File: src/core/timer_pkg.sv
// Purpose: Shared constants and types for the dual timer/event counter.
// Assumes: APB byte addresses, one 32-bit word per register.
// Notes:   Control fields are laid out alike for both timers.
`default_nettype none

package timer_pkg;

  ////////////////////////////////////////////////////////////////////////
  // Register byte addresses
  localparam int ADDR_W = 8;
  localparam logic [ADDR_W-1:0] ADDR_T0_COUNT = 8'h00;
  localparam logic [ADDR_W-1:0] ADDR_T0_CTRL = 8'h04;
  localparam logic [ADDR_W-1:0] ADDR_T1_LOW = 8'h08;
  localparam logic [ADDR_W-1:0] ADDR_T1_HIGH = 8'h0c;
  localparam logic [ADDR_W-1:0] ADDR_T1_CTRL = 8'h10;
  localparam logic [ADDR_W-1:0] ADDR_INT_CTRL = 8'h14;

  ////////////////////////////////////////////////////////////////////////
  // Control register fields
  localparam int MODE_HI = 7;
  localparam int MODE_LO = 6;
  localparam int CLK_SEL_BIT = 5;
  localparam int RUN_BIT = 4;
  localparam int EDGE_BIT = 3;
  localparam int PSC_HI = 2;
  localparam int PSC_LO = 0;
  localparam logic [1:0] MODE_CODE_EVENT = 2'h1;
  localparam logic [1:0] MODE_CODE_TIMER = 2'h2;
  localparam logic [1:0] MODE_CODE_PULSE = 2'h3;

  // Interrupt control fields
  localparam int T0_IRQ_EN_BIT = 0;
  localparam int T1_IRQ_EN_BIT = 1;

  ////////////////////////////////////////////////////////////////////////
  // Reset values and counts
  localparam logic [7:0] CTRL_RESET = 8'h00;
  localparam logic [7:0] BYTE_ZERO = 8'h00;
  localparam logic [15:0] WORD16_ZERO = 16'h0000;
  localparam logic [7:0] T0_FULL = 8'hff;
  localparam logic [15:0] T1_FULL = 16'hffff;
  localparam logic [1:0] SYS_DIV4_LAST = 2'h3;
  localparam logic [31:0] RDATA_ZERO = 32'h00000000;

  ////////////////////////////////////////////////////////////////////////
  // Types
  typedef enum logic [1:0] {
    MODE_OFF,
    MODE_EVENT,
    MODE_TIMER,
    MODE_PULSE
  } mode_t;

  typedef enum logic {
    PW_WAIT,
    PW_MEASURE
  } pulse_state_t;

endpackage

`default_nettype wire

File: src/core/dual_timer_event_counter.sv
// Purpose: Two count-up timer/event counters, 8-bit and 16-bit, on APB.
// Assumes: Pins and sub clock asynchronous; sampled through synchronisers.
// Notes:   Zero-wait APB slave; unmapped addresses answer pslverr.
//
// What this block does
// One 8-bit and one 16-bit counter, each with three modes.
// Control bits 7 and 6 hold each timer's mode field.
// Mode bits 1,0 select interval timing.
// Control bit 4 is run: high counts, low halts.
// Timer 0 bits 2..0 pick prescale ratio; unused for pin clocking.
// Bit 3 picks active pin edge in event and pulse modes.
// Timer 1 clock: sub clock or system/4, by option and select bit.
// Event mode advances by one per selected pin transition.
// Interval mode advances by one per internal tick while running.
// Past full count: interrupt request, reload preload, keep counting.
// Preload write while stopped loads counter; while running, at overflow.
// Timer 1 low write buffers; high write moves both bytes together.
// Timer 1 high read latches low byte; low read returns latch.
// Software writes low then high; reads high then low.
// Count register read returns the live counter contents.
// Overflow request passes only when its enable bit is set.
// Event mode: edge bit low counts rising, high counts falling.
// Mode bits 0,1 select event counting.
// Mode bits 1,1 select pulse width; counting starts at active edge.
// Pulse end clears run itself; later edges ignored until rerun.
// Interrupt is one-cycle pulse; pin edges synchronised first.
//
// Decided for this implementation: the register addresses and the APB interface to the registers.
`timescale 1ns/100ps
`default_nettype none

module dual_timer_event_counter
  import timer_pkg::*;
#(
  parameter int PRESCALE_STAGES = 7,
  parameter bit TIMER1_SUB_OPTION = 1'b1
) (
  // Clock and reset
  input wire logic ref_clk,
  input wire logic reset,
  // APB slave
  input wire logic psel,
  input wire logic penable,
  input wire logic pwrite,
  input wire logic [ADDR_W-1:0] paddr,
  input wire logic [31:0] pwdata,
  output logic [31:0] prdata,
  output logic pready,
  output logic pslverr,
  // External pins and slow clock
  input wire logic timer0_input_pin,
  input wire logic timer1_input_pin,
  input wire logic sub_clock,
  // Overflow interrupt requests
  output logic timer0_irq,
  output logic timer1_irq
);

  ////////////////////////////////////////////////////////////////////////
  // Elaboration checks
  generate
    if (PRESCALE_STAGES < 1 || PRESCALE_STAGES > 7) begin : g_bad_psc
      $error("PRESCALE_STAGES must lie between 1 and 7");
    end
  endgenerate

  ////////////////////////////////////////////////////////////////////////
  // Decoding functions

  // Mode field to mode; the unused code stops the counter
  function automatic mode_t decode_mode(input logic [7:0] ctrl);
    case (ctrl[MODE_HI:MODE_LO])
      MODE_CODE_TIMER: decode_mode = MODE_TIMER;
      MODE_CODE_EVENT: decode_mode = MODE_EVENT;
      MODE_CODE_PULSE: decode_mode = MODE_PULSE;
      default: decode_mode = MODE_OFF;
    endcase
  endfunction

  // Whether a counter advances this cycle
  function automatic logic advance(input mode_t mode, input logic run,
                                   input logic tick, input logic ev_edge,
                                   input logic measuring);
    case (mode)
      MODE_TIMER: advance = run & tick;
      MODE_EVENT: advance = run & ev_edge;
      MODE_PULSE: advance = run & measuring & tick;
      default: advance = 1'b0;
    endcase
  endfunction

  // Prescaler tick: divide by two to the power of the ratio field
  function automatic logic psc_tick(input logic [6:0] cnt,
                                    input logic [2:0] sel);
    logic [6:0] mask;
    mask = 7'h00;
    for (int i = 0; i < PRESCALE_STAGES; i++) begin
      if (i < int'(sel)) begin
        mask[i] = 1'b1;
      end
    end
    psc_tick = ((cnt & mask) == mask);
  endfunction

  ////////////////////////////////////////////////////////////////////////
  // Pin synchronisers: timer 0 pin, timer 1 pin, sub clock
  logic [2:0] raw_pin;
  logic [2:0] pin_rise;
  logic [2:0] pin_fall;

  assign raw_pin = {sub_clock, timer1_input_pin, timer0_input_pin};

  generate
    for (genvar g = 0; g < 3; g++) begin : g_sync
      pin_edge_sync u_sync (
        .ref_clk(ref_clk),
        .reset(reset),
        .pin_in(raw_pin[g]),
        .level(),
        .rise(pin_rise[g]),
        .fall(pin_fall[g])
      );
    end
  endgenerate

  ////////////////////////////////////////////////////////////////////////
  // Registers and state
  logic [7:0] t0_ctrl;
  logic [7:0] t1_ctrl;
  logic [7:0] int_ctrl;
  logic [7:0] t0_count;
  logic [7:0] t0_preload;
  logic [15:0] t1_count;
  logic [15:0] t1_preload;
  logic [7:0] t1_low_wbuf;
  logic [7:0] t1_low_rbuf;
  logic [6:0] psc_count;
  logic [1:0] div4_count;
  pulse_state_t t0_pw;
  pulse_state_t t1_pw;

  ////////////////////////////////////////////////////////////////////////
  // APB decode
  logic setup;
  logic access;
  logic [7:0] wbyte;
  logic wr_t0_count;
  logic wr_t0_ctrl;
  logic wr_t1_low;
  logic wr_t1_high;
  logic wr_t1_ctrl;
  logic wr_int_ctrl;
  logic rd_t1_high;
  logic mapped;
  logic [31:0] rd_data;

  assign setup = psel & ~penable;
  assign access = psel & penable & pready;
  assign wbyte = pwdata[7:0];
  assign wr_t0_count = access & pwrite & (paddr == ADDR_T0_COUNT);
  assign wr_t0_ctrl = access & pwrite & (paddr == ADDR_T0_CTRL);
  assign wr_t1_low = access & pwrite & (paddr == ADDR_T1_LOW);
  assign wr_t1_high = access & pwrite & (paddr == ADDR_T1_HIGH);
  assign wr_t1_ctrl = access & pwrite & (paddr == ADDR_T1_CTRL);
  assign wr_int_ctrl = access & pwrite & (paddr == ADDR_INT_CTRL);
  // Latch happens with the data capture so both bytes match
  assign rd_t1_high = setup & ~pwrite & (paddr == ADDR_T1_HIGH);

  // Read mux; narrow registers sit in the low byte
  always_comb begin
    mapped = 1'b1;
    rd_data = RDATA_ZERO;
    case (paddr)
      ADDR_T0_COUNT: rd_data[7:0] = t0_count;
      ADDR_T0_CTRL: rd_data[7:0] = t0_ctrl;
      ADDR_T1_LOW: rd_data[7:0] = t1_low_rbuf;
      ADDR_T1_HIGH: rd_data[7:0] = t1_count[15:8];
      ADDR_T1_CTRL: rd_data[7:0] = t1_ctrl;
      ADDR_INT_CTRL: rd_data[7:0] = int_ctrl;
      default: mapped = 1'b0;
    endcase
  end

  // One wait-free access phase; answer prepared in the setup cycle
  always_ff @(posedge ref_clk) begin
    if (reset) begin
      pready <= 1'b0;
      pslverr <= 1'b0;
      prdata <= RDATA_ZERO;
    end else begin
      pready <= setup;
      pslverr <= setup & ~mapped;
      if (setup && !pwrite) begin
        prdata <= rd_data;
      end
    end
  end

  ////////////////////////////////////////////////////////////////////////
  // Internal clock ticks
  mode_t t0_mode;
  mode_t t1_mode;
  logic t0_run;
  logic t1_run;
  logic t0_tick;
  logic t1_tick;
  logic div4_tick;

  assign t0_mode = decode_mode(t0_ctrl);
  assign t1_mode = decode_mode(t1_ctrl);
  assign t0_run = t0_ctrl[RUN_BIT];
  assign t1_run = t1_ctrl[RUN_BIT];
  // Prescaler feeds only the internal clock path
  assign t0_tick = psc_tick(psc_count, t0_ctrl[PSC_HI:PSC_LO]);
  assign div4_tick = (div4_count == SYS_DIV4_LAST);
  // Sub clock is usable only when the build option allows it
  assign t1_tick = (TIMER1_SUB_OPTION && t1_ctrl[CLK_SEL_BIT]) ?
                   pin_rise[2] : div4_tick;

  // Free-running dividers; ratio changes take effect on the fly
  always_ff @(posedge ref_clk) begin
    if (reset) begin
      psc_count <= 7'h00;
      div4_count <= 2'h0;
    end else begin
      psc_count <= psc_count + 7'h01;
      div4_count <= div4_count + 2'h1;
    end
  end

  ////////////////////////////////////////////////////////////////////////
  // Edge selection per timer
  logic t0_ev_edge;
  logic t1_ev_edge;
  logic t0_pw_start;
  logic t1_pw_start;
  logic t0_pw_end;
  logic t1_pw_end;

  // Event mode: low selects rising, high selects falling
  assign t0_ev_edge = t0_ctrl[EDGE_BIT] ? pin_fall[0] : pin_rise[0];
  assign t1_ev_edge = t1_ctrl[EDGE_BIT] ? pin_fall[1] : pin_rise[1];
  // Pulse mode: low measures a low pulse, high a high pulse
  assign t0_pw_start = t0_ctrl[EDGE_BIT] ? pin_rise[0] : pin_fall[0];
  assign t1_pw_start = t1_ctrl[EDGE_BIT] ? pin_rise[1] : pin_fall[1];
  assign t0_pw_end = t0_ctrl[EDGE_BIT] ? pin_fall[0] : pin_rise[0];
  assign t1_pw_end = t1_ctrl[EDGE_BIT] ? pin_fall[1] : pin_rise[1];

  ////////////////////////////////////////////////////////////////////////
  // Pulse width sequencers
  logic t0_pw_done;
  logic t1_pw_done;

  assign t0_pw_done = (t0_pw == PW_MEASURE) & t0_run & t0_pw_end;
  assign t1_pw_done = (t1_pw == PW_MEASURE) & t1_run & t1_pw_end;

  // Timer 0: wait for the active edge, measure until the return
  always_ff @(posedge ref_clk) begin
    if (reset) begin
      t0_pw <= PW_WAIT;
    end else if (t0_mode != MODE_PULSE || !t0_run) begin
      t0_pw <= PW_WAIT;
    end else begin
      case (t0_pw)
        PW_WAIT: if (t0_pw_start) t0_pw <= PW_MEASURE;
        PW_MEASURE: if (t0_pw_end) t0_pw <= PW_WAIT;
        default: t0_pw <= PW_WAIT;
      endcase
    end
  end

  // Timer 1: same sequence
  always_ff @(posedge ref_clk) begin
    if (reset) begin
      t1_pw <= PW_WAIT;
    end else if (t1_mode != MODE_PULSE || !t1_run) begin
      t1_pw <= PW_WAIT;
    end else begin
      case (t1_pw)
        PW_WAIT: if (t1_pw_start) t1_pw <= PW_MEASURE;
        PW_MEASURE: if (t1_pw_end) t1_pw <= PW_WAIT;
        default: t1_pw <= PW_WAIT;
      endcase
    end
  end

  ////////////////////////////////////////////////////////////////////////
  // Control registers; a software write wins over the auto clear
  always_ff @(posedge ref_clk) begin
    if (reset) begin
      t0_ctrl <= CTRL_RESET;
    end else if (wr_t0_ctrl) begin
      t0_ctrl <= wbyte;
    end else if (t0_pw_done) begin
      t0_ctrl[RUN_BIT] <= 1'b0;
    end
  end

  always_ff @(posedge ref_clk) begin
    if (reset) begin
      t1_ctrl <= CTRL_RESET;
    end else if (wr_t1_ctrl) begin
      t1_ctrl <= wbyte;
    end else if (t1_pw_done) begin
      t1_ctrl[RUN_BIT] <= 1'b0;
    end
  end

  always_ff @(posedge ref_clk) begin
    if (reset) begin
      int_ctrl <= CTRL_RESET;
    end else if (wr_int_ctrl) begin
      int_ctrl <= wbyte;
    end
  end

  ////////////////////////////////////////////////////////////////////////
  // Counters
  logic t0_adv;
  logic t1_adv;
  logic t0_ovf;
  logic t1_ovf;

  assign t0_adv = advance(t0_mode, t0_run, t0_tick, t0_ev_edge,
                          t0_pw == PW_MEASURE);
  assign t1_adv = advance(t1_mode, t1_run, t1_tick, t1_ev_edge,
                          t1_pw == PW_MEASURE);
  assign t0_ovf = t0_adv & (t0_count == T0_FULL);
  assign t1_ovf = t1_adv & (t1_count == T1_FULL);

  // Timer 0 count and preload; reset clears the preload to zero
  always_ff @(posedge ref_clk) begin
    if (reset) begin
      t0_count <= BYTE_ZERO;
      t0_preload <= BYTE_ZERO;
    end else begin
      if (t0_ovf) begin
        t0_count <= t0_preload;
      end else if (t0_adv) begin
        t0_count <= t0_count + 8'h01;
      end
      if (wr_t0_count) begin
        t0_preload <= wbyte;
        if (!t0_run) begin
          t0_count <= wbyte;
        end
      end
    end
  end

  // Timer 1 count, preload and byte buffers
  always_ff @(posedge ref_clk) begin
    if (reset) begin
      t1_count <= WORD16_ZERO;
      t1_preload <= WORD16_ZERO;
      t1_low_wbuf <= BYTE_ZERO;
      t1_low_rbuf <= BYTE_ZERO;
    end else begin
      if (t1_ovf) begin
        t1_count <= t1_preload;
      end else if (t1_adv) begin
        t1_count <= t1_count + 16'h0001;
      end
      if (wr_t1_low) begin
        t1_low_wbuf <= wbyte;
      end
      if (wr_t1_high) begin
        t1_preload <= {wbyte, t1_low_wbuf};
        if (!t1_run) begin
          t1_count <= {wbyte, t1_low_wbuf};
        end
      end
      if (rd_t1_high) begin
        t1_low_rbuf <= t1_count[7:0];
      end
    end
  end

  ////////////////////////////////////////////////////////////////////////
  // Interrupt requests: one cycle per overflow, gated by enable
  always_ff @(posedge ref_clk) begin
    if (reset) begin
      timer0_irq <= 1'b0;
      timer1_irq <= 1'b0;
    end else begin
      timer0_irq <= t0_ovf & int_ctrl[T0_IRQ_EN_BIT];
      timer1_irq <= t1_ovf & int_ctrl[T1_IRQ_EN_BIT];
    end
  end

endmodule

`default_nettype wire

File: src/core/pin_edge_sync.sv
// Purpose: Bring an asynchronous pin into the clock domain, find edges.
// Assumes: Pin changes slower than half the clock rate.
// Notes:   Edge pulses last one cycle, one to two cycles after the pin.
`timescale 1ns/100ps
`default_nettype none

module pin_edge_sync (
  // Clock and reset
  input wire logic ref_clk,
  input wire logic reset,
  // Raw pin
  input wire logic pin_in,
  // Synchronised level and edge pulses
  output logic level,
  output logic rise,
  output logic fall
);

  logic meta;
  logic stable;
  logic prev;

  // Two-stage synchroniser plus one delay stage for edges
  always_ff @(posedge ref_clk) begin
    if (reset) begin
      meta <= 1'b0;
      stable <= 1'b0;
      prev <= 1'b0;
    end else begin
      meta <= pin_in;
      stable <= meta;
      prev <= stable;
    end
  end

  // Edges only look at settled stages, never the metastable one
  assign level = stable;
  assign rise = stable & ~prev;
  assign fall = ~stable & prev;

endmodule

`default_nettype wire

File: config.mk
export PLATFORM = sky130hd
export DESIGN_NAME = dual_timer_event_counter
export DESIGN_NICKNAME = d
export VERILOG_FILES = /design/src/core/timer_pkg.sv /design/src/core/dual_timer_event_counter.sv /design/src/core/pin_edge_sync.sv
export SDC_FILE = /design/constraint.sdc
export NUM_CORES = 1
export LEC_CHECK = 0
export BUFFER_PORTS_ARGS = -buffer_cell sky130_fd_sc_hd__buf_2
export CAP_MARGIN = 20
export CORE_ASPECT_RATIO = 0.7
export CORE_UTILIZATION = 60
export CTS_CLUSTER_SIZE = 16
export DETAILED_ROUTE_END_ITERATION = 10
export PLACE_DENSITY = 0.82
export SLEW_MARGIN = 10
export SYNTH_ARGS = -nofsm -noshare
export SYNTH_HDL_FRONTEND = slang
export SYNTH_SLANG_ARGS = --single-unit
File: constraint.sdc
create_clock -name ref_clk -period 6.8 [get_ports ref_clk]
set_input_delay 1.02 -clock ref_clk [delete_from_list [all_inputs] [get_ports ref_clk]]
set_output_delay 1.02 -clock ref_clk [all_outputs]
set_load 0.01 [all_outputs]
==> results.txt <==
After detailed routing, the number of vias per cell comes to 6.28. Setup repair after global routing left no endpoint under its margin. The post-synthesis sequential area ratio is approximately two fifths.

The count of cell types in the netlist came out at 65. Once the clock tree was built, the setup fixing pass inserted 0 buffers. The total count of hold-check failures in the final report is 0. The largest fanout on the critical path is 9. The share of cells above drive strength 1 came out at 13.1%.

Traced cell by cell, the critical path runs through buf_2, nor3_1, nand3_1, nor3b_2, nor2b_1, mux2i_1, nor2_1. The relative slew slack came out at 31.5%. The max capacitance violation total came out at 0. The number of I/O port buffers is 35. The cell with the largest stage delay on the worst path is sky130_fd_sc_hd__nor2b_1.

The arrival time at the worst endpoint is 3.51 ns. Counting instances in the post-synthesis netlist gives the leading cell types as sky130_fd_sc_hd__dfxtp_1 (120), sky130_fd_sc_hd__nor2_1 (83), sky130_fd_sc_hd__nand2_1 (77). The most area-hungry cell type in the Yosys netlist is sky130_fd_sc_hd__dfxtp_1. In the finished design, the share of the clock period the worst path needs comes to 47.5%. Among all flip-flop cells after synthesis, the most frequent one is sky130_fd_sc_hd__dfxtp_1. The register clock-pin slew on the reported worst setup and hold paths is 0.06 ns.

The maximum number of pins on one net before global-route repair came out at 59. The kind of cell with the highest combined delay along the critical path is simple AND/OR/NAND/NOR gates. The cell area after layout is 6560 um2.

The buffer and inverter count on the worst path is 1. After global routing the overflow that remains totals 0. The cell area power density came out at 273 nW/um2.

The total die area came out at around 10000 um2. The critical path is of the primary input to register type. The clock arrives with 0.00933 ns of skew.

Before antenna repair, the detailed router went through 5 iterations. The die is 119 um wide. The synthesized area is 5770 um2. The number of nets at the end of the flow is 740.

The sum of routed wire length over all layers is 15900 um. After synthesis, the largest area contributor takes up 41.6% of total cell area. The post-synthesis register bit count is 120. The first global-routing pass estimated 25700 um of wire. Across all layers, the routed design uses 5182 vias. After detailed routing, the average wire length per cell comes to between 15 and 20 um. The root buffer cell chosen for the clock tree is sky130_fd_sc_hd__clkbuf_16.

The number of core rows is 29. 0 antenna diodes ended up in the layout. In the final layout, the registers with the most flip-flops are t1_count: 16 flops, t1_preload: 16 flops.

The leakage power is ~2.6 nW. The total of hold buffers inserted after clock tree synthesis is 0. The final count of pins violating max slew came to 0. The number of flops mapped to enable cells by yosys came out at 0. The worst supply voltage drop on vdd is 0.250 mV. The growth of design area from synthesis to finish is 13.6%. At the pin with the least slew margin, the transition time is ~1 ns. The flow ran to the end, and the final reports show no timing, DRC or antenna violations. The data required time at the worst endpoint came out at 7.07 ns. After synthesis, the cell types taking the most area are sky130_fd_sc_hd__dfxtp_1 (42%), sky130_fd_sc_hd__mux2i_1 (8.1%), sky130_fd_sc_hd__nor2_1 (5.4%). The final sum of negative setup slack came out at 0 ns.

The initial utilization of the core area, before any placement, comes to between 60% and 70%. For this design the top-level I/O count stands at 84. The DRC marker count from the first detailed-route iteration is 612.

TritonCTS built the clock tree. Setup slack closes at 3.57 ns. The number of cells upsized or downsized after cts came out at 0.

Of all flip-flops after synthesis, the portion carrying an async set or reset was 0%. The Yosys step of the flow raised 0 warnings. The worst-case hold slack came out at 0.438 ns. In this run the number of H-tree levels came out at 4.

The number of global-route vias before repair came out at 5075. The number of routed nets with antenna violations came out at 0. The buffer depth of the longest clock path came out at 2. For this run, the slowest stage of the critical path takes 0.89 ns. The cell area after placement came out at slightly below 6000 um2. The type of element capturing the critical path is a register. The post-synthesis average cell area is between 8 and 9 um2. Routability-driven placement finished with a final weighted congestion of about 0.92. Synthesis produced 669 cells. The worst setup path is launched from a primary input. The clock latency at the later pin of the worst-skew pair is 0.41 ns.

The placed wire-length estimate after detailed placement is 10600 um. The total clock sinks is 120. For this run, design rule violations remaining after detail routing come to 0. Yosys instantiated no cell more often than sky130_fd_sc_hd__dfxtp_1. The initial antenna violation count is 0. Counting I/O delays and the setup requirement, the final critical path takes roughly 3.2 ns. The highest attainable clock frequency came out at just over 300 MHz. The final count of negative-setup-slack endpoints came out at 0. The floorplan core area came out at 9220 um2. The die span in y is roughly 84 um. The TritonCTS buffer count is 17. The post-placement setup slack came out at 3.33 ns. The total routing resource utilization after global routing is 33.1%. The class of the tightest hold or removal check is register to register. The overall power consumption came out at 0.00179 W.
==> cell type report <==
class / instances / area [um2]
sequential: 120 / 2400
fill: 709 / 2660
clock inverter: 13 / 225
inverter: 13 / 48.8
timing repair buffer: 39 / 205
multi-input combinational: 497 / 3080
clock buffer: 19 / 443
tap: 124 / 155
==> cells by family (layout without fill, tap and decap cells) <==
| logic type | Yosys count | in the layout | synth area share [%] |
|---|---|---|---|
| AO/OA/AOI/OAI | 135 | 135 | 15.0 |
| XOR/XNOR | 14 | 14 | 2.12 |
| adder cells (fa/ha/maj) | 4 | 4 | 0.867 |
| buffers and inverters | 75 | 84 | 6.57 |
| flip-flops | 120 | 120 | 41.6 |
| multiplexers | 56 | 56 | 11.5 |
| other | 1 | 24 | 0.0650 |
| AND/OR/NAND/NOR | 264 | 264 | 22.3 |
==> final timing paths <==
| check | start | endpoint | slack, ns | cells after the start |
|---|---|---|---|---|
| worst max-delay path | paddr[1] | int_ctrl[7] | 3.57 | 7 |
| worst min-delay path | div4_count[0] | div4_count[0] | 0.44 | 1 |
| worst max register to register | t0_count[0] | t0_count[0] | 4.18 | 7 |
| worst min register to register | div4_count[0] | div4_count[0] | 0.44 | 1 |
==> per-layer routing <==
layer	up-vias	part of all wire [%]	global-route usage, %
met3	52	9.7	9.02
met1	2476	42	42.3
met4	0	2.5	12.3
li1	2367	-	-
met5	-	0	0
met2	287	46	53.4
==> power breakdown <==
part / internal (W) / switching [W] / total (W)
Clock: 0.000694 / 0.000325 / 0.00102
Combinational: 0.0000161 / 0.0000447 / 0.0000608
Sequential: 0.000709 / 0.00000415 / 0.000713
==> worst register-to-register path: cells and delay by family (launching register included) <==
kind | cells | cell delay [ns]
simple gates | 3 | 1.02
compound gates | 3 | 0.62
flops | 1 | 0.53
fa+ha+maj | 1 | 0.32
==> cell usage in the layout (no fill, tap or decap), types with 9 or more instances in the layout <==
cell type | Yosys | layout
sky130_fd_sc_hd__a211oi_1 | 9 | 9
sky130_fd_sc_hd__a21oi_1 | 42 | 42
sky130_fd_sc_hd__a31oi_1 | 13 | 13
sky130_fd_sc_hd__buf_2 | 3 | 35
sky130_fd_sc_hd__clkbuf_16 | 0 | 17
sky130_fd_sc_hd__conb_1 | 1 | 24
sky130_fd_sc_hd__dfxtp_1 | 120 | 120
sky130_fd_sc_hd__inv_1 | 13 | 13
sky130_fd_sc_hd__mux2i_1 | 47 | 47
sky130_fd_sc_hd__nand2_1 | 77 | 77
sky130_fd_sc_hd__nand3_1 | 13 | 13
sky130_fd_sc_hd__nand4_1 | 9 | 9
sky130_fd_sc_hd__nor2_1 | 83 | 83
sky130_fd_sc_hd__nor2b_1 | 18 | 18
sky130_fd_sc_hd__nor3_1 | 15 | 15
sky130_fd_sc_hd__o21ai_0 | 29 | 29
sky130_fd_sc_hd__xnor2_1 | 11 | 11
==> metrics by stage <==
stage / utilization (%) / cells
6_report: 71.2 / 825
5_1_grt: 71.2 / 825
4_1_cts: 71.1 / 824
3_5_place_dp: 63.8 / 792
3_3_place_gp: 63.8 / 792
2_1_floorplan: - / 692
No activity file was read; power rests on OpenSTA's default activity.
